File: src/rtl/icw_pkg.sv
// Constants and carrier types for the interrupt and wake controller
package icw_pkg;

  // ****************************************************************
  // Register map
  // ****************************************************************
  localparam logic [7:0] IDX_REQ  = 8'hC8;
  localparam logic [7:0] IDX_EN   = 8'hC9;
  localparam logic [7:0] IDX_OSCILLATOR_MODE_REGISTER = 8'hCA;
  localparam logic [7:0] IDX_STACK_POINTER_REGISTER = 8'hDF;
  localparam int unsigned PADDR_W = 10;
  localparam logic [PADDR_W-1:0] ADDR_REQ  = {IDX_REQ, 2'h0};
  localparam logic [PADDR_W-1:0] ADDR_EN   = {IDX_EN, 2'h0};
  localparam logic [PADDR_W-1:0] ADDR_OSCILLATOR_MODE_REGISTER = {IDX_OSCILLATOR_MODE_REGISTER, 2'h0};
  localparam logic [PADDR_W-1:0] ADDR_STACK_POINTER_REGISTER = {IDX_STACK_POINTER_REGISTER, 2'h0};

  // ****************************************************************
  // Source bit positions and reset values
  // ****************************************************************
  localparam int unsigned BIT_EXT = 0;
  localparam int unsigned BIT_CAP = 2;
  localparam int unsigned BIT_SER = 3;
  localparam int unsigned BIT_BAS = 4;
  localparam int unsigned BIT_PWA = 5;
  localparam int unsigned BIT_PWB = 6;
  localparam int unsigned BIT_CMP = 7;
  localparam logic [7:0] SRC_MASK       = 8'hFD;
  localparam logic [7:0] SLEEP_SRC_MASK = 8'h01;
  localparam logic [7:0] REQ_RST        = 8'h00;
  localparam logic [7:0] EN_RST         = 8'h00;

  // ****************************************************************
  // Mode and stack register fields
  // ****************************************************************
  localparam int unsigned OSC_GREEN = 4;
  localparam int unsigned OSC_SLEEP = 3;
  localparam int unsigned OSC_SLOW  = 2;
  localparam int unsigned OSC_STPHX = 1;
  localparam int unsigned GIE_BIT   = 7;
  localparam logic [2:0]  STK_PTR_RST = 3'h7;
  localparam logic [10:0] IRQ_VECTOR  = 11'h008;

  // ****************************************************************
  // Timing
  // ****************************************************************
  localparam int unsigned CLK_NS      = 25;
  localparam int unsigned HOSC_KHZ    = 16000;
  localparam int unsigned SETTLE_HOSC = 32;
  localparam int unsigned SETTLE_NS   = SETTLE_HOSC * 1000000 / HOSC_KHZ;
  localparam int unsigned SETTLE_CYC  = (SETTLE_NS + CLK_NS - 1) / CLK_NS;

  // ****************************************************************
  // Types
  // ****************************************************************
  typedef enum logic [1:0] {
    MODE_RUN,
    MODE_GREEN,
    MODE_SLEEP,
    MODE_SETTLE
  } icw_mode_t;

  typedef struct packed {
    logic               psel;
    logic               penable;
    logic               pwrite;
    logic [PADDR_W-1:0] paddr;
    logic [31:0]        pwdata;
  } icw_apb_req_t;

  typedef struct packed {
    logic [31:0] prdata;
    logic        pready;
    logic        pslverr;
  } icw_apb_rsp_t;

  typedef struct packed {
    logic        run;
    logic        slow;
    logic        hosc_run;
    logic        losc_run;
    logic        periph_run;
    logic        irq_take;
    logic [10:0] vector;
  } icw_cpu_t;

  localparam icw_cpu_t CPU_RST = '{run: 1'h1, slow: 1'h0, hosc_run: 1'h1, losc_run: 1'h1,
                                   periph_run: 1'h1, irq_take: 1'h0, vector: 11'h000};

endpackage : icw_pkg

File: src/rtl/icw_sync.sv
// Two flip-flop synchroniser for the wake port pins
`timescale 1ns/1ps
module icw_sync #(
  parameter int unsigned W = 16
) (
  input  wire logic         sys_clk_i,
  input  wire logic         reset_n_i,
  input  wire logic [W-1:0] pin_i,
  output logic      [W-1:0] sync_o
);

  typedef struct packed {
    logic [W-1:0] meta;
    logic [W-1:0] stable;
  } icw_sync_st_t;

  icw_sync_st_t s_q;
  icw_sync_st_t s_d;

  always_comb begin
    s_d.meta   = pin_i;
    s_d.stable = s_q.meta;
  end

  always_ff @(posedge sys_clk_i or negedge reset_n_i) begin
    if (!reset_n_i) begin
      s_q <= '0;
    end else begin
      s_q <= s_d;
    end
  end

  assign sync_o = s_q.stable;

endmodule : icw_sync

File: src/rtl/icw_settle.sv
// Oscillator settle counter; done pulses in the CNT-th cycle of run
`timescale 1ns/1ps
module icw_settle #(
  parameter int unsigned CNT = 80
) (
  input  wire logic sys_clk_i,
  input  wire logic reset_n_i,
  input  wire logic run_i,
  output logic      done_o
);

  localparam int unsigned CW = $clog2(CNT);
  localparam logic [CW-1:0] LAST = CW'(CNT - 2);

  typedef struct packed {
    logic [CW-1:0] cnt;
    logic          done;
  } icw_settle_st_t;

  icw_settle_st_t s_q;
  icw_settle_st_t s_d;

  always_comb begin
    s_d = s_q;
    if (!run_i) begin
      s_d.cnt  = '0;
      s_d.done = 1'h0;
    end else begin
      s_d.cnt  = s_q.cnt + CW'(1);
      s_d.done = (s_q.cnt == LAST);
    end
  end

  always_ff @(posedge sys_clk_i or negedge reset_n_i) begin
    if (!reset_n_i) begin
      s_q <= '0;
    end else begin
      s_q <= s_d;
    end
  end

  assign done_o = s_q.done;

endmodule : icw_settle

File: src/rtl/icw_ctrl.sv
// Interrupt collection, green and sleep mode control, APB register slave
//
// How it works
// - Green request bit set halts execution; system clock oscillator keeps running.
// - Leaving green mode clears the green request bit in hardware.
// - Green ends on wake port change or enabled basic/capture timer overflow.
// - Green wake resumes the mode held before: normal or slow.
// - Wake-capable timers keep counting on the running clock in green mode.
// - PWM timers run in green but their overflow never wakes.
// - Sleep ends only on wake port change; always resumes in normal mode.
// - Sleep wake waits 32 high-speed oscillator cycles before executing.
// - Green wake resumes at once, with no settle delay.
// - Seven sources: six internal and one external edge input.
// - External request arriving in sleep stays latched until execution resumes.
// - Taking an interrupt clears global enable; return from interrupt sets it.
// - Taking an interrupt pushes a stack level and jumps to vector 8.
// - Enable bit layout: 0 ext, 2 capture, 3 serial, 4 basic, 5-6 PWM, 7 comparator.
// - Request flags share the enable layout; a source event sets its flag, except an internal one in sleep or settle.
// - Flags set on their event regardless of the enable bit.
// - Global enable is bit 7 of the stack pointer register.
// - Sleep request bit set stops all oscillators.
`timescale 1ns/1ps
module icw_ctrl
  import icw_pkg::*;
#(
  parameter int unsigned WAKE_W     = 16,
  parameter int unsigned SETTLE_CNT = SETTLE_CYC
) (
  input  wire logic              sys_clk_i,
  input  wire logic              reset_n_i,
  input  wire icw_apb_req_t      apb_req_i,
  output icw_apb_rsp_t           apb_rsp_o,
  input  wire logic [7:0]        src_evt_i,
  input  wire logic              basic_timer_wake_en_i,
  input  wire logic              capture_timer_wake_en_i,
  input  wire logic [WAKE_W-1:0] wake_port_i,
  input  wire logic              return_from_interrupt_i,
  output icw_cpu_t               cpu_o
);

  // ****************************************************************
  // State
  // ****************************************************************
  typedef struct packed {
    icw_mode_t         mode;
    logic [7:0]        req;
    logic [7:0]        en;
    logic              global_irq_enable;
    logic [2:0]        stk;
    logic              green;
    logic              sleep;
    logic              slow;
    logic              stphx;
    logic [WAKE_W-1:0] prev;
    logic [7:0]        hcnt;
    icw_apb_rsp_t      rsp;
    icw_cpu_t          cpu;
  } icw_ctrl_st_t;

  icw_ctrl_st_t      s_q;
  icw_ctrl_st_t      s_d;
  logic [WAKE_W-1:0] port_sync;
  logic              settle_done;
  logic              setup;
  logic              access;
  logic              wr;
  logic              port_chg;
  logic              wake_grn;
  logic              resting;
  logic [7:0]        evt;
  logic [7:0]        pending;

  // ****************************************************************
  // Wake pins and settle timer
  // ****************************************************************
  icw_sync #(
    .W (WAKE_W)
  ) u_sync (
    .sys_clk_i (sys_clk_i),
    .reset_n_i (reset_n_i),
    .pin_i     (wake_port_i),
    .sync_o    (port_sync)
  );

  icw_settle #(
    .CNT (SETTLE_CNT)
  ) u_settle (
    .sys_clk_i (sys_clk_i),
    .reset_n_i (reset_n_i),
    .run_i     (s_q.mode == MODE_SETTLE),
    .done_o    (settle_done)
  );

  // ****************************************************************
  // Decode
  // ****************************************************************
  assign setup    = apb_req_i.psel && !apb_req_i.penable;
  assign access   = apb_req_i.psel && apb_req_i.penable && s_q.rsp.pready;
  assign wr       = access && apb_req_i.pwrite && !s_q.rsp.pslverr;
  assign port_chg = (port_sync != s_q.prev);
  assign resting  = (s_q.mode == MODE_SLEEP) || (s_q.mode == MODE_SETTLE);
  assign wake_grn = port_chg
                 || (src_evt_i[BIT_BAS] && basic_timer_wake_en_i)
                 || (src_evt_i[BIT_CAP] && capture_timer_wake_en_i);
  assign evt      = src_evt_i & SRC_MASK & (resting ? SLEEP_SRC_MASK : 8'hFF);
  assign pending  = s_q.en & s_q.req & SRC_MASK;

  // ****************************************************************
  // Next state
  // ****************************************************************
  always_comb begin
    s_d              = s_q;
    s_d.rsp.pready   = 1'h0;
    s_d.cpu.irq_take = 1'h0;
    s_d.prev         = port_sync;
    s_d.hcnt         = (s_q.mode == MODE_SETTLE) ? s_q.hcnt + 8'h01 : 8'h00;

    // Register read and unmapped answer, prepared in the setup cycle
    if (setup) begin
      s_d.rsp.pready  = 1'h1;
      s_d.rsp.pslverr = 1'h0;
      unique case (apb_req_i.paddr)
        ADDR_REQ:  s_d.rsp.prdata = {24'h000000, s_q.req & SRC_MASK};
        ADDR_EN:   s_d.rsp.prdata = {24'h000000, s_q.en & SRC_MASK};
        ADDR_OSCILLATOR_MODE_REGISTER: s_d.rsp.prdata = {27'h0000000, s_q.green, s_q.sleep, s_q.slow,
                                     s_q.stphx, 1'h0};
        ADDR_STACK_POINTER_REGISTER: s_d.rsp.prdata = {24'h000000, s_q.global_irq_enable, 4'h0, s_q.stk};
        default: begin
          s_d.rsp.prdata  = 32'h00000000;
          s_d.rsp.pslverr = 1'h1;
        end
      endcase
    end

    // Register writes in the access cycle
    if (wr) begin
      unique case (apb_req_i.paddr)
        ADDR_REQ: s_d.req = apb_req_i.pwdata[7:0] & SRC_MASK;
        ADDR_EN:  s_d.en  = apb_req_i.pwdata[7:0] & SRC_MASK;
        ADDR_OSCILLATOR_MODE_REGISTER: begin
          s_d.slow  = apb_req_i.pwdata[OSC_SLOW];
          s_d.stphx = apb_req_i.pwdata[OSC_STPHX];
          if (apb_req_i.pwdata[OSC_SLEEP]) begin
            s_d.sleep = 1'h1;
            s_d.mode  = MODE_SLEEP;
          end else if (apb_req_i.pwdata[OSC_GREEN]) begin
            s_d.green = 1'h1;
            s_d.mode  = MODE_GREEN;
          end
        end
        ADDR_STACK_POINTER_REGISTER: begin
          s_d.global_irq_enable = apb_req_i.pwdata[GIE_BIT];
          s_d.stk = apb_req_i.pwdata[2:0];
        end
        default: s_d.stk = s_q.stk;
      endcase
    end

    // Source events set flags over a same-cycle software write
    s_d.req = s_d.req | evt;

    // Mode sequencing
    unique case (s_q.mode)
      MODE_RUN: begin
        s_d.mode = s_d.mode;
      end
      MODE_GREEN: begin
        if (wake_grn) begin
          s_d.mode  = MODE_RUN;
          s_d.green = 1'h0;
        end
      end
      MODE_SLEEP: begin
        if (port_chg) begin
          s_d.mode  = MODE_SETTLE;
          s_d.sleep = 1'h0;
          s_d.slow  = 1'h0;
          s_d.stphx = 1'h0;
        end
      end
      MODE_SETTLE: begin
        if (settle_done) begin
          s_d.mode = MODE_RUN;
        end
      end
    endcase

    // Interrupt acceptance
    if (return_from_interrupt_i) begin
      s_d.global_irq_enable = 1'h1;
    end
    if ((s_q.mode == MODE_RUN) && s_q.global_irq_enable && (pending != 8'h00)) begin
      s_d.cpu.irq_take = 1'h1;
      s_d.cpu.vector   = IRQ_VECTOR;
      s_d.global_irq_enable          = 1'h0;
    end

    // Outputs towards the core and clock tree
    s_d.cpu.run        = (s_d.mode == MODE_RUN);
    s_d.cpu.slow       = s_d.slow;
    s_d.cpu.hosc_run   = (s_d.mode != MODE_SLEEP) && !s_d.stphx;
    s_d.cpu.losc_run   = (s_d.mode != MODE_SLEEP);
    s_d.cpu.periph_run = !((s_d.mode == MODE_SLEEP) || (s_d.mode == MODE_SETTLE));
  end

  always_ff @(posedge sys_clk_i or negedge reset_n_i) begin
    if (!reset_n_i) begin
      s_q     <= '0;
      s_q.req <= REQ_RST;
      s_q.en  <= EN_RST;
      s_q.stk <= STK_PTR_RST;
      s_q.cpu <= CPU_RST;
    end else begin
      s_q <= s_d;
    end
  end

  assign apb_rsp_o = s_q.rsp;
  assign cpu_o     = s_q.cpu;
endmodule : icw_ctrl

File: config.mk
export PLATFORM = sky130hd
export DESIGN_NAME = icw_ctrl
export DESIGN_NICKNAME = d
export VERILOG_FILES = /design/src/rtl/icw_pkg.sv /design/src/rtl/icw_sync.sv /design/src/rtl/icw_settle.sv /design/src/rtl/icw_ctrl.sv
export SDC_FILE = /design/constraint.sdc
export NUM_CORES = 1
export LEC_CHECK = 0
export ABC_AREA = 1
export ABC_CLOCK_PERIOD_IN_PS = 2600
export BUFFER_PORTS_ARGS = -buffer_cell sky130_fd_sc_hd__buf_2
export CAP_MARGIN = 10
export CELL_PAD_IN_SITES_DETAIL_PLACEMENT = 0
export CELL_PAD_IN_SITES_GLOBAL_PLACEMENT = 1
export CORE_MARGIN = 2
export CORE_UTILIZATION = 41
export DETAILED_ROUTE_END_ITERATION = 10
export PLACE_DENSITY_LB_ADDON = 0.05
export SKIP_CTS_REPAIR_TIMING = 1
export SYNTH_ARGS = -nofsm -noshare
export SYNTH_HDL_FRONTEND = slang
export SYNTH_SLANG_ARGS = --single-unit
File: constraint.sdc
create_clock -name sys_clk_i -period 2.6 [get_ports sys_clk_i]
set_input_delay 0.52 -clock sys_clk_i [delete_from_list [all_inputs] [get_ports sys_clk_i]]
set_output_delay 0.52 -clock sys_clk_i [all_outputs]
set_load 0.05 [all_outputs]
# After elaboration in Yosys (flattened, before gate mapping)
# Cells that the tools add are included.
# W data, S select, Z words.
classes:
  eq_ne: 12
  addsub: 1
  bitwise: 3
  reduce_logical: 27
  muxes: 28
op_table:
  columns: ["op", "count"]
  rows:
  - ["$eq A10 B10 Y1 const B", 4]
  - ["$mux W8", 4]
  - ["$pmux W8 S4", 1]
  - ["$mux W26", 1]
  - ["$and A8 B8 Y8", 2]
  - ["$ne A16 B16 Y1", 1]
  - ["$mux W2", 7]
  - ["$mux W12", 1]
  - ["$logic_and A1 B1 Y1", 10]
  - ["$mux W1", 9]
  - ["$mux W3", 3]
  - ["$eq A2 B2 Y1 const B", 4]
  - ["$or A8 B8 Y8", 1]
  - ["$pmux W2 S4", 1]
  - ["$reduce_bool A8 Y1", 1]
  - ["$add A7 B1 Y7 const B", 1]
  - ["$eq A7 B7 Y1 const B", 1]
  - ["$reduce_and A2 Y1", 3]
  - ["$reduce_bool A3 Y1", 2]
  - ["$logic_not A1 Y1", 4]
  - ["$logic_not A2 Y1", 2]
  - ["$logic_or A1 B1 Y1", 4]
  - ["$mux W4", 1]
  - ["$reduce_or A4 Y1", 1]
  - ["2 further kinds", 2]
totals:
  word_cells: 94
  inputBits: 74
  ff_bits: 97

# Logic depth before layout (Yosys ltp)
# Gate-level depths: netlist (run 1).
logic_depth:
  depth_word: 10
  ltp_mapped: 12
  mapped_depth_nobuf: 12

# By module
# From an unflattened synthesis (run 1), not the netlist that was laid out.
hier_totals:
  hier_cells: 467
  hier_area_um2: 4391.7
by_module_without_submodules:
  columns: ["module", "cells_per_inst", "n_inst", "area_per_inst_um2"]
  rows:
  - ["icw_ctrl", 390, 1, 3215.6]
  - ["icw_sync", 32, 1, 800.8]
  - ["icw_settle", 45, 1, 375.4]

# Worst setup path before layout (run 1)
# Ideal clock, no wire load.
synth_timing:
  path_kind: "in2reg"
  start: "input port apb_req_i[33] (netlist name)"
  end: "register s_q[93] (netlist name)"
  required_time_ns: 2.473
  n_path_buf: 0
  setup_ns: 0.127
  cell_stages: 8
  slack_ns: 1.024
  t_arrival_ns: 1.449
  path_cell_list: "nor2_1 > nand2_1 > nor2_2 > nand2_1 > nor2_4 > inv_2 > a22oi_1 > o21ai_1"
synth_lines:
  columns: ["element", "line", "rtl"]
  rows:
  - ["from (decl)", "icw_ctrl.sv:31", "input wire icw_apb_req_t apb_req_i,"]
  - ["to (decl)", "icw_ctrl.sv:60", "icw_ctrl_st_t s_q;"]

# Worst setup path in the final report (run 1)
layout_timing:
  start: "register s_q (netlist bit cpu_o[14])"
  end: "output port cpu_o[14] (netlist name)"
layout_lines:
  columns: ["element", "line", "rtl"]
  rows:
  - ["to (decl)", "icw_ctrl.sv:38", "output icw_cpu_t cpu_o"]
# No word-level cell between the ends.

==> results.json, run 1 <==
{
  "rows": 37,
  "cp_slowest_cell": "dfstp_2",
  "run_status": "finished, final reports clean",
  "synth_top_cell_area_share_pct": 52.6,
  "skew_ns": 0.0124,
  "globalplace.congestion": 0.756,
  "core_region_area_um2": 10200,
  "setup_viol": 0,
  "dp_slack_ns": 0.633,
  "worst_pin_slew_ns": 0.700,
  "track_usage_pct": 15.2,
  "p_leak_nw": 2.55,
  "die_area_um2": 11200,
  "clockPowerShare_pct": 34.3,
  "synthMuxAreaShare_pct": 0.531,
  "r2r_start": "apb_rsp_o[0]",
  "vias": 2826,
  "routed_wl_mm": 7.76,
  "synthSimpleGateAreaFrac_pct": 18.2,
  "path_cells": "buf_2",
  "critPathMaxStageDelay_ns": 0.53,
  "finalNonFillerCells": 661,
  "power_switching_w": 0.00100,
  "hpwl_mm": 5.83,
  "fmax_ghz": 0.599,
  "cts_buffers": 9,
  "final_nets": 596,
  "drt_iter0_markers": 86,
  "ys_seq_area_share_pct": 56.9,
  "antenna_found_initial": 0,
  "synth_cells": 460,
  "viasPerCell": 4.28,
  "critPathBufInv": 1,
  "avgSynthCellArea_um2": 9.21,
  "die_y_um": 106,
  "h-tree-depth": 3,
  "cts.path.max_buffers": 2,
  "fin_area_um2": 4750,
  "power_density_nw_per_um2": 712,
  "fillers": 1028,
  "synth_edf_count": 0,
  "power_frac_comb_pct": 16.7,
  "hold_class": "in2async",
  "ys_async_sr_fraction_pct": 100,
  "syn_area_um2": 4240,
  "report.final.hold_viol_count": 0,
  "ys_seq_elements": 96,
  "cap_viol_max_count": 0,
  "synth-xor-area-share_pct": 0.207,
  "synthAdderAreaFrac_pct": 0.590,
  "crit_family": "flip-flops",
  "place_inst": 645,
  "synth_area_leaders": "dfrtp_1 (53%), buf_4 (9.0%), nand2_1 (9.0%), inv_1 (6.0%), dfstp_2 (4.3%)",
  "start_util_pct": 41.6,
  "synth_compound_area_share_pct": 7.59,
  "io_pins": 125,
  "post_dp_cell_area_um2": 4510,
  "critPathArrivalTime_ns": 1.15,
  "drive_above_1_share_pct": 21.3,
  "routedWlPerCell_um": 11.7,
  "cts_tree": "yes",
  "period_share_pct": 64.2,
  "period_minus_slack_ns": 1.67,
  "path_clk_slew_ns": 0.09,
  "synthTopCellsByCount": "nand2_1 (102), dfrtp_1 (89), inv_1 (68), buf_4 (51), nor2_1 (41)",
  "required_ns": 2.08,
  "tns_ns": 0,
  "cts.sinks": 96,
  "p_seq_share_pct": 49.0,
  "n_antenna_cell": 0,
  "die_w_um": 106,
  "end_kind": "output port",
  "r2r-end": "cpu_o[13]",
  "fin_ws_ns": 0.931,
  "root_buffer": "clkbuf_8",
  "yosys_warnings": 0,
  "post-synth-top-area-cell": "dfrtp_1",
  "synth_cell_types": 36,
  "intPower_w": 0.00238,
  "portBuffers": 65,
  "grt.overflow.total": 0,
  "max-slew-margin-rel_pct": 53.4,
  "rsz0062_at_grt": "false",
  "grt_pass1_wl_mm": 13.1,
  "drc": 0,
  "first_global_vias": 2726,
  "worstPathMaxFanout": 1,
  "start_kind": "flip-flop",
  "clk_latency_ns": 0.37,
  "rrSetupSlack_ns": 0.96,
  "antenna_left": 0,
  "grt_max_degree": 55,
  "areaGrowthSynthToFinish_pct": 12.0,
  "multi_input_area_um2": 1280,
  "worst_r2r_path_depth": 10,
  "regArea_um2": 2410,
  "timing_worst_setup_path_type": "reg2out",
  "drt_first_pass_iters": 4,
  "ys.flop_type": "dfrtp_1",
  "p_sw_share_pct": 29.7,
  "ir_drop_mv": 0.345,
  "power_w": 0.00338,
  "synth_top_family_by_area": "simple AND/OR/NAND/NOR gates",
  "drv_slew": 0,
  "synth.most_common_cell": "nand2_1"
}
-- metrics by stage --
step	util [%]	hold WS, ns
finish	46.6	0.195
global route	46.6	0.223
CTS	46.6	0.212
detailed placement	44.3	0.335
global placement	44.3	0.333
floorplan	-	0.224
-- area by class of cell --
class	instances	share of cell area, %
timing repair buffer	68	7.65
tap	136	3.59
clock inverter	5	2.24
inverter	76	6.01
sequential	96	50.8
clock buffer	11	2.77
multi-input combinational	269	26.9
-- layer usage --
metal	vias up	global-route usage (%)	wire length [µm]
met4	0	5.17	115
li1	1460	-	-
met1	1288	21.5	3750
met5	-	0	0
met2	66	22.4	3540
met3	12	4.27	355
-- power by group through the flow --
stage,combinational [W],sequential (W),clock (W)
floorplan,0.000497,0.00167,0
global placement,0.000575,0.00169,0
detailed placement,0.000575,0.00169,0
CTS,0.000578,0.00166,0.00121
global route,0.000630,0.00167,0.00127
finish,0.000563,0.00166,0.00116
-- how the worst max path moves through the flow --
stage,startpoint,endpoint,slack [ns],cells after the start
finish,cpu_o[14],cpu_o[14],0.93,1
global route,u_sync.sync_o[0],cpu_o[13],0.82,10
CTS,cpu_o[14],cpu_o[14],0.90,1
detailed placement,apb_req_i[33],s_q[95],0.63,9
global placement,apb_req_i[33],s_q[95],0.65,9
floorplan,apb_req_i[33],s_q[93],1.02,8
-- state kept, by name, summed over array words and instances, names as in the netlist --
register and cells:
apb_rsp_o 10, cpu_o 7, s_q 39, u_settle.done_o 1
u_settle.s_q 7, u_sync.s_d 16, u_sync.sync_o 16
-- layout by cell type, fill, tap and decap left out, types with 3 or more instances in the layout --
cell type and n:
a21oi_1 11, a22o_1 4, a22oi_1 4, buf_2 64, buf_4 3, bufinv_16 3, clkbuf_8 9, conb_1 34
dfrtp_1 89, dfstp_2 7, inv_1 68, inv_2 7, nand2_1 102, nand3_1 9, nand4_1 5, nor2_1 41
nor2_2 3, nor2_4 4, nor3_1 6, o211ai_1 3, o21ai_0 9, o21ai_1 14
-- cells by family (layout without fill, tap and decap cells) --
| logic type | after synthesis | in the layout |
|---|---|---|
| buffers and inverters | 128 | 160 |
| AOI/OAI and AO/OA | 53 | 53 |
| xor gates and xnor gates | 1 | 1 |
| muxes | 2 | 2 |
| and+or+nand+nor | 177 | 177 |
| adders and majority gates | 2 | 2 |
| DFF | 96 | 96 |
| other | 1 | 34 |
No activity file was read; power rests on OpenSTA's default activity.
==> inputs of run 2 (changes only) <==
--- a/config.mk
+++ b/config.mk
@@ -6,13 +6,13 @@
 export NUM_CORES = 1
 export LEC_CHECK = 0
 export ABC_AREA = 1
-export ABC_CLOCK_PERIOD_IN_PS = 2600
+export ABC_CLOCK_PERIOD_IN_PS = 1700
 export BUFFER_PORTS_ARGS = -buffer_cell sky130_fd_sc_hd__buf_2
 export CAP_MARGIN = 10
 export CELL_PAD_IN_SITES_DETAIL_PLACEMENT = 0
 export CELL_PAD_IN_SITES_GLOBAL_PLACEMENT = 1
 export CORE_MARGIN = 2
-export CORE_UTILIZATION = 41
+export CORE_UTILIZATION = 38
 export DETAILED_ROUTE_END_ITERATION = 10
 export PLACE_DENSITY_LB_ADDON = 0.05
 export SKIP_CTS_REPAIR_TIMING = 1
==> constraint.sdc (replaced) <==
create_clock -name sys_clk_i -period 1.7 [get_ports sys_clk_i]
set_input_delay 0.34 -clock sys_clk_i [delete_from_list [all_inputs] [get_ports sys_clk_i]]
set_output_delay 0.34 -clock sys_clk_i [all_outputs]
set_load 0.05 [all_outputs]
==> results.json, run 2 (synthesis gave the netlist of run 1 again) <==
{
  "timing_worst_setup_path_type": "reg2out",
  "end_kind": "output port",
  "setup_viol": 0,
  "crit_family": "flip-flops",
  "required_ns": 1.36,
  "routedWlPerCell_um": 12.0,
  "power_density_nw_per_um2": 1010,
  "place_inst": 660,
  "cts.sinks": 96,
  "die_w_um": 110,
  "core_region_area_um2": 10800,
  "areaGrowthSynthToFinish_pct": 13.2,
  "track_usage_pct": 14.7,
  "skew_ns": 0.0103,
  "clk_latency_ns": 0.37,
  "critPathMaxStageDelay_ns": 0.54,
  "grt_pass1_wl_mm": 13.1,
  "drv_slew": 0,
  "hpwl_mm": 6.27,
  "cts_tree": "yes",
  "p_leak_nw": 2.58,
  "drt_iter0_markers": 114,
  "drt_first_pass_iters": 4,
  "path_cells": "buf_2",
  "fmax_ghz": 0.669,
  "viasPerCell": 4.32,
  "io_pins": 125,
  "drive_above_1_share_pct": 23.2,
  "report.final.hold_viol_count": 0,
  "rows": 38,
  "first_global_vias": 2720,
  "period_minus_slack_ns": 1.50,
  "antenna_found_initial": 0,
  "globalplace.congestion": 0.764,
  "critPathBufInv": 1,
  "final_cell_mix": "nand2_1 (102), dfrtp_1 (89), inv_1 (68)",
  "hold_class": "in2reg",
  "cp_slowest_cell": "dfstp_2",
  "routed_wl_mm": 8.13,
  "cts.path.max_buffers": 2,
  "fin_area_um2": 4800,
  "grt.overflow.total": 0,
  "rsz0062_at_grt": "false",
  "post_dp_cell_area_um2": 4600,
  "tns_ns": 0,
  "grt_max_degree": 41,
  "largest_register_ffs": 39,
  "max_flop_register": "s_q",
  "ir_drop_mv": 0.355,
  "h-tree-depth": 3,
  "drc": 0,
  "cap_viol_max_count": 0,
  "critPathArrivalTime_ns": 1.16,
  "start_util_pct": 39.1,
  "run_status": "finished, final reports clean",
  "die_y_um": 110,
  "n_antenna_cell": 0,
  "vias": 2913,
  "cts_buffers": 9,
  "path_clk_slew_ns": 0.09,
  "period_share_pct": 88.0,
  "layout_commonest_cell": "nand2_1",
  "root_buffer": "clkbuf_8",
  "worstPathMaxFanout": 1,
  "start_kind": "flip-flop",
  "antenna_left": 0,
  "portBuffers": 65,
  "final_nets": 608,
  "die_area_um2": 12000,
  "finalNonFillerCells": 675
}
## run 2: changes by cell type in the layout (fill, tap and decap cells not counted), sizes merged
cell,previous run,this run
buf,68,79
clkbuf,11,10
bufinv,3,1
dlygate4sd3,0,1
clkinvlp,0,1
clkinv,2,3
inv,76,75
## run 2: stage by stage
step                setup WS (ns)  utilization (%)  total power, W  hold WS (ns)
floorplan                   0.304                -         0.00332        0.0444
global placement           0.0584             42.4         0.00346         0.299
detailed placement         0.0450             42.4         0.00348         0.307
CTS                        0.0929             44.0         0.00493        -0.109
global route               0.0289             44.2         0.00512        0.0522
finish                      0.205             44.2         0.00483        0.0793
## run 2: metal layers
layer / up-vias / wire length, µm / track usage [%]
li1: 1486 / - / -
met1: 1345 / 3940 / 20.4
met2: 70 / 3590 / 21.7
met3: 12 / 427 / 3.44
met4: 0 / 169 / 7.05
met5: - / 0 / 0
## run 2: final cells by class
type | count | area, µm²
clock buffers | 10 | 128
clock inverters | 4 | 47.5
fillers | 1101 | 6040
inverters | 76 | 285
multi-input cells | 269 | 1290
flip-flops and latches | 96 | 2410
well taps | 140 | 175
repair buffers | 80 | 455
## run 2: final timing paths
check / slack (ns) / cells past startpoint / to / start
max: 0.20 / 1 / cpu_o[14] / cpu_o[14]
min reg2reg: 0.35 / 0 / u_sync.sync_o[15] / u_sync.s_d[15]
max reg2reg: 0.21 / 10 / cpu_o[14] / apb_rsp_o[0]
min: 0.08 / 1 / u_sync.s_d[4] / wake_port_i[4]
min in group asynchronous: 0.45 / 2 / s_q[83] / reset_n_i
max in group asynchronous: 0.65 / 3 / u_sync.s_d[14] / reset_n_i
## run 2: power breakdown
group / switching, W / internal [W]
Combinational: 0.000671 / 0.000206
Sequential: 0.0000884 / 0.00245
Clock: 0.000760 / 0.000660
==> inputs of run 3 (changes only) <==
--- a/config.mk
+++ b/config.mk
@@ -9,10 +9,8 @@
 export ABC_CLOCK_PERIOD_IN_PS = 1700
 export BUFFER_PORTS_ARGS = -buffer_cell sky130_fd_sc_hd__buf_2
 export CAP_MARGIN = 10
-export CELL_PAD_IN_SITES_DETAIL_PLACEMENT = 0
-export CELL_PAD_IN_SITES_GLOBAL_PLACEMENT = 1
 export CORE_MARGIN = 2
-export CORE_UTILIZATION = 38
+export CORE_UTILIZATION = 45
 export DETAILED_ROUTE_END_ITERATION = 10
 export PLACE_DENSITY_LB_ADDON = 0.05
 export SKIP_CTS_REPAIR_TIMING = 1
==> results.json, run 3 (synthesis gave the netlist of run 1 again) <==
{
  "fmax_ghz": 0.662,
  "rsz0062_at_grt": "false",
  "cts_buffers": 9,
  "routedWlPerCell_um": 11.9,
  "drv_slew": 0,
  "fillers": 864,
  "n_antenna_cell": 0,
  "path_cells": "inv_1, nand2_1, nor2_4, nand4_1, nand2_1, nand2_1, nand2_1, nand3_2, nor2_1, inv_1",
  "critPathMaxStageDelay_ns": 0.40,
  "startpoint": "apb_rsp_o[0]",
  "start_kind": "flip-flop",
  "hold_start": "wake_port_i[13]",
  "end_kind": "flip-flop",
  "place_inst": 627,
  "antenna_found_initial": 0,
  "r2r_start": "apb_rsp_o[0]",
  "cap_viol_max_count": 0,
  "holdPathStages": 1,
  "start_util_pct": 46.1,
  "critPathBufInv": 2,
  "drive_above_1_share_pct": 23.1,
  "critical_path_cell_count": 10,
  "die_y_um": 101,
  "worstPathMaxFanout": 5,
  "track_usage_pct": 15.9,
  "h-tree-depth": 3,
  "cp_slowest_cell": "dfrtp_1",
  "worst_r2r_path_depth": 10,
  "skew_ns": 0.0136,
  "run_status": "finished, final reports clean",
  "cts.path.max_buffers": 2,
  "hold_ws_ns": 0.0835,
  "report.final.hold_viol_count": 0,
  "path_clk_slew_ns": 0.10,
  "p_leak_nw": 2.58,
  "period_share_pct": 88.8,
  "rows": 35,
  "grt_pass1_wl_mm": 12.5,
  "io_pins": 125,
  "hpwl_mm": 5.84,
  "period_minus_slack_ns": 1.51,
  "hold_class": "in2reg",
  "layout_commonest_cell": "nand2_1",
  "antenna_left": 0,
  "final_nets": 604,
  "drc": 0,
  "first_global_vias": 2679,
  "drt_iter0_markers": 87,
  "globalplace.congestion": 0.868,
  "r2r-end": "cpu_o[13]",
  "core_region_area_um2": 9200,
  "finalNonFillerCells": 644,
  "routed_wl_mm": 7.66,
  "die_w_um": 101,
  "grt.overflow.total": 0,
  "critPathMostFrequentCell": "nand2_1",
  "tns_ns": 0,
  "vias": 2872,
  "largest_register_ffs": 39,
  "viasPerCell": 4.46,
  "drt_first_pass_iters": 4,
  "die_area_um2": 10200,
  "setup_viol": 0,
  "cts_tree": "yes",
  "required_ns": 1.99,
  "critPathArrivalTime_ns": 1.80,
  "max_flop_register": "s_q",
  "root_buffer": "clkbuf_8",
  "timing_worst_setup_path_type": "reg2reg",
  "hold_end": "u_sync.s_d[13]",
  "ir_drop_mv": 0.452,
  "cts.sinks": 96,
  "crit_family": "simple AND/OR/NAND/NOR gates",
  "power_density_nw_per_um2": 1040,
  "areaGrowthSynthToFinish_pct": 12.4,
  "final_cell_mix": "nand2_1 (101), dfrtp_1 (89), inv_1 (68)",
  "grt_max_degree": 37,
  "rrSetupSlack_ns": 0.19,
  "portBuffers": 65,
  "clk_latency_ns": 0.35
}
==> run 3: changes by cell type in the layout (fill, tap and decap cells not counted), sizes merged <==
cell      before  now
buf           79   75
inv           75   79
clkinv         3    2
clkinvlp       1    0
==> run 3: cell type report <==
type	count	area [µm²]	area share, %
timing repair buffer	76	438	9.19
inverter	76	285	5.99
tap	111	139	2.91
sequential	96	2410	50.6
clock buffer	10	128	2.68
clock inverter	6	72.6	1.52
multi-input combinational	269	1290	27.1
==> run 3: power breakdown <==
part	total, W	internal [W]	switching (W)
combinational	0.000884	0.000208	0.000675
clock	0.00152	0.000706	0.000816
sequential	0.00253	0.00245	0.0000793
==> run 3: stage by stage <==
step / setup WS (ns) / utilization, % / total power [W] / area (µm²)
after detailed placement: 0.0510 / 49.4 / 0.00347 / 4540
final: 0.190 / 51.8 / 0.00493 / 4760
after global placement: 0.0543 / 49.4 / 0.00346 / 4540
after CTS: 0.119 / 51.6 / 0.00501 / 4740
after floorplan: 0.304 / - / 0.00332 / 4360
after global routing: 0.0198 / 51.8 / 0.00521 / 4760
==> run 3: worst register-to-register path, stage by stage, from the launching register on <==
cell and delay, ns:
dfrtp_1 0.40, inv_1 0.07, nand2_1 0.08, nor2_4 0.20, nand4_1 0.20, nand2_1 0.10
nand2_1 0.05, nand2_1 0.07, nand3_2 0.09, nor2_1 0.13, inv_1 0.05
==> run 3: layer usage <==
layer / track usage [%] / wire length (µm) / vias to the layer above
met3: 2.98 / 313 / 4
met5: 0 / 0 / -
met2: 24.1 / 3570 / 61
met4: 6.55 / 57 / 0
li1: - / - / 1481
met1: 22.6 / 3720 / 1326
==> run 3: how the worst max path moves through the flow <==
stage,to,slack [ns]
final,cpu_o[13],0.19
after global routing,cpu_o[13],0.02
after CTS,cpu_o[14],0.12
after detailed placement,cpu_o[14],0.05
after global placement,cpu_o[14],0.05
after floorplan,s_q[93],0.30
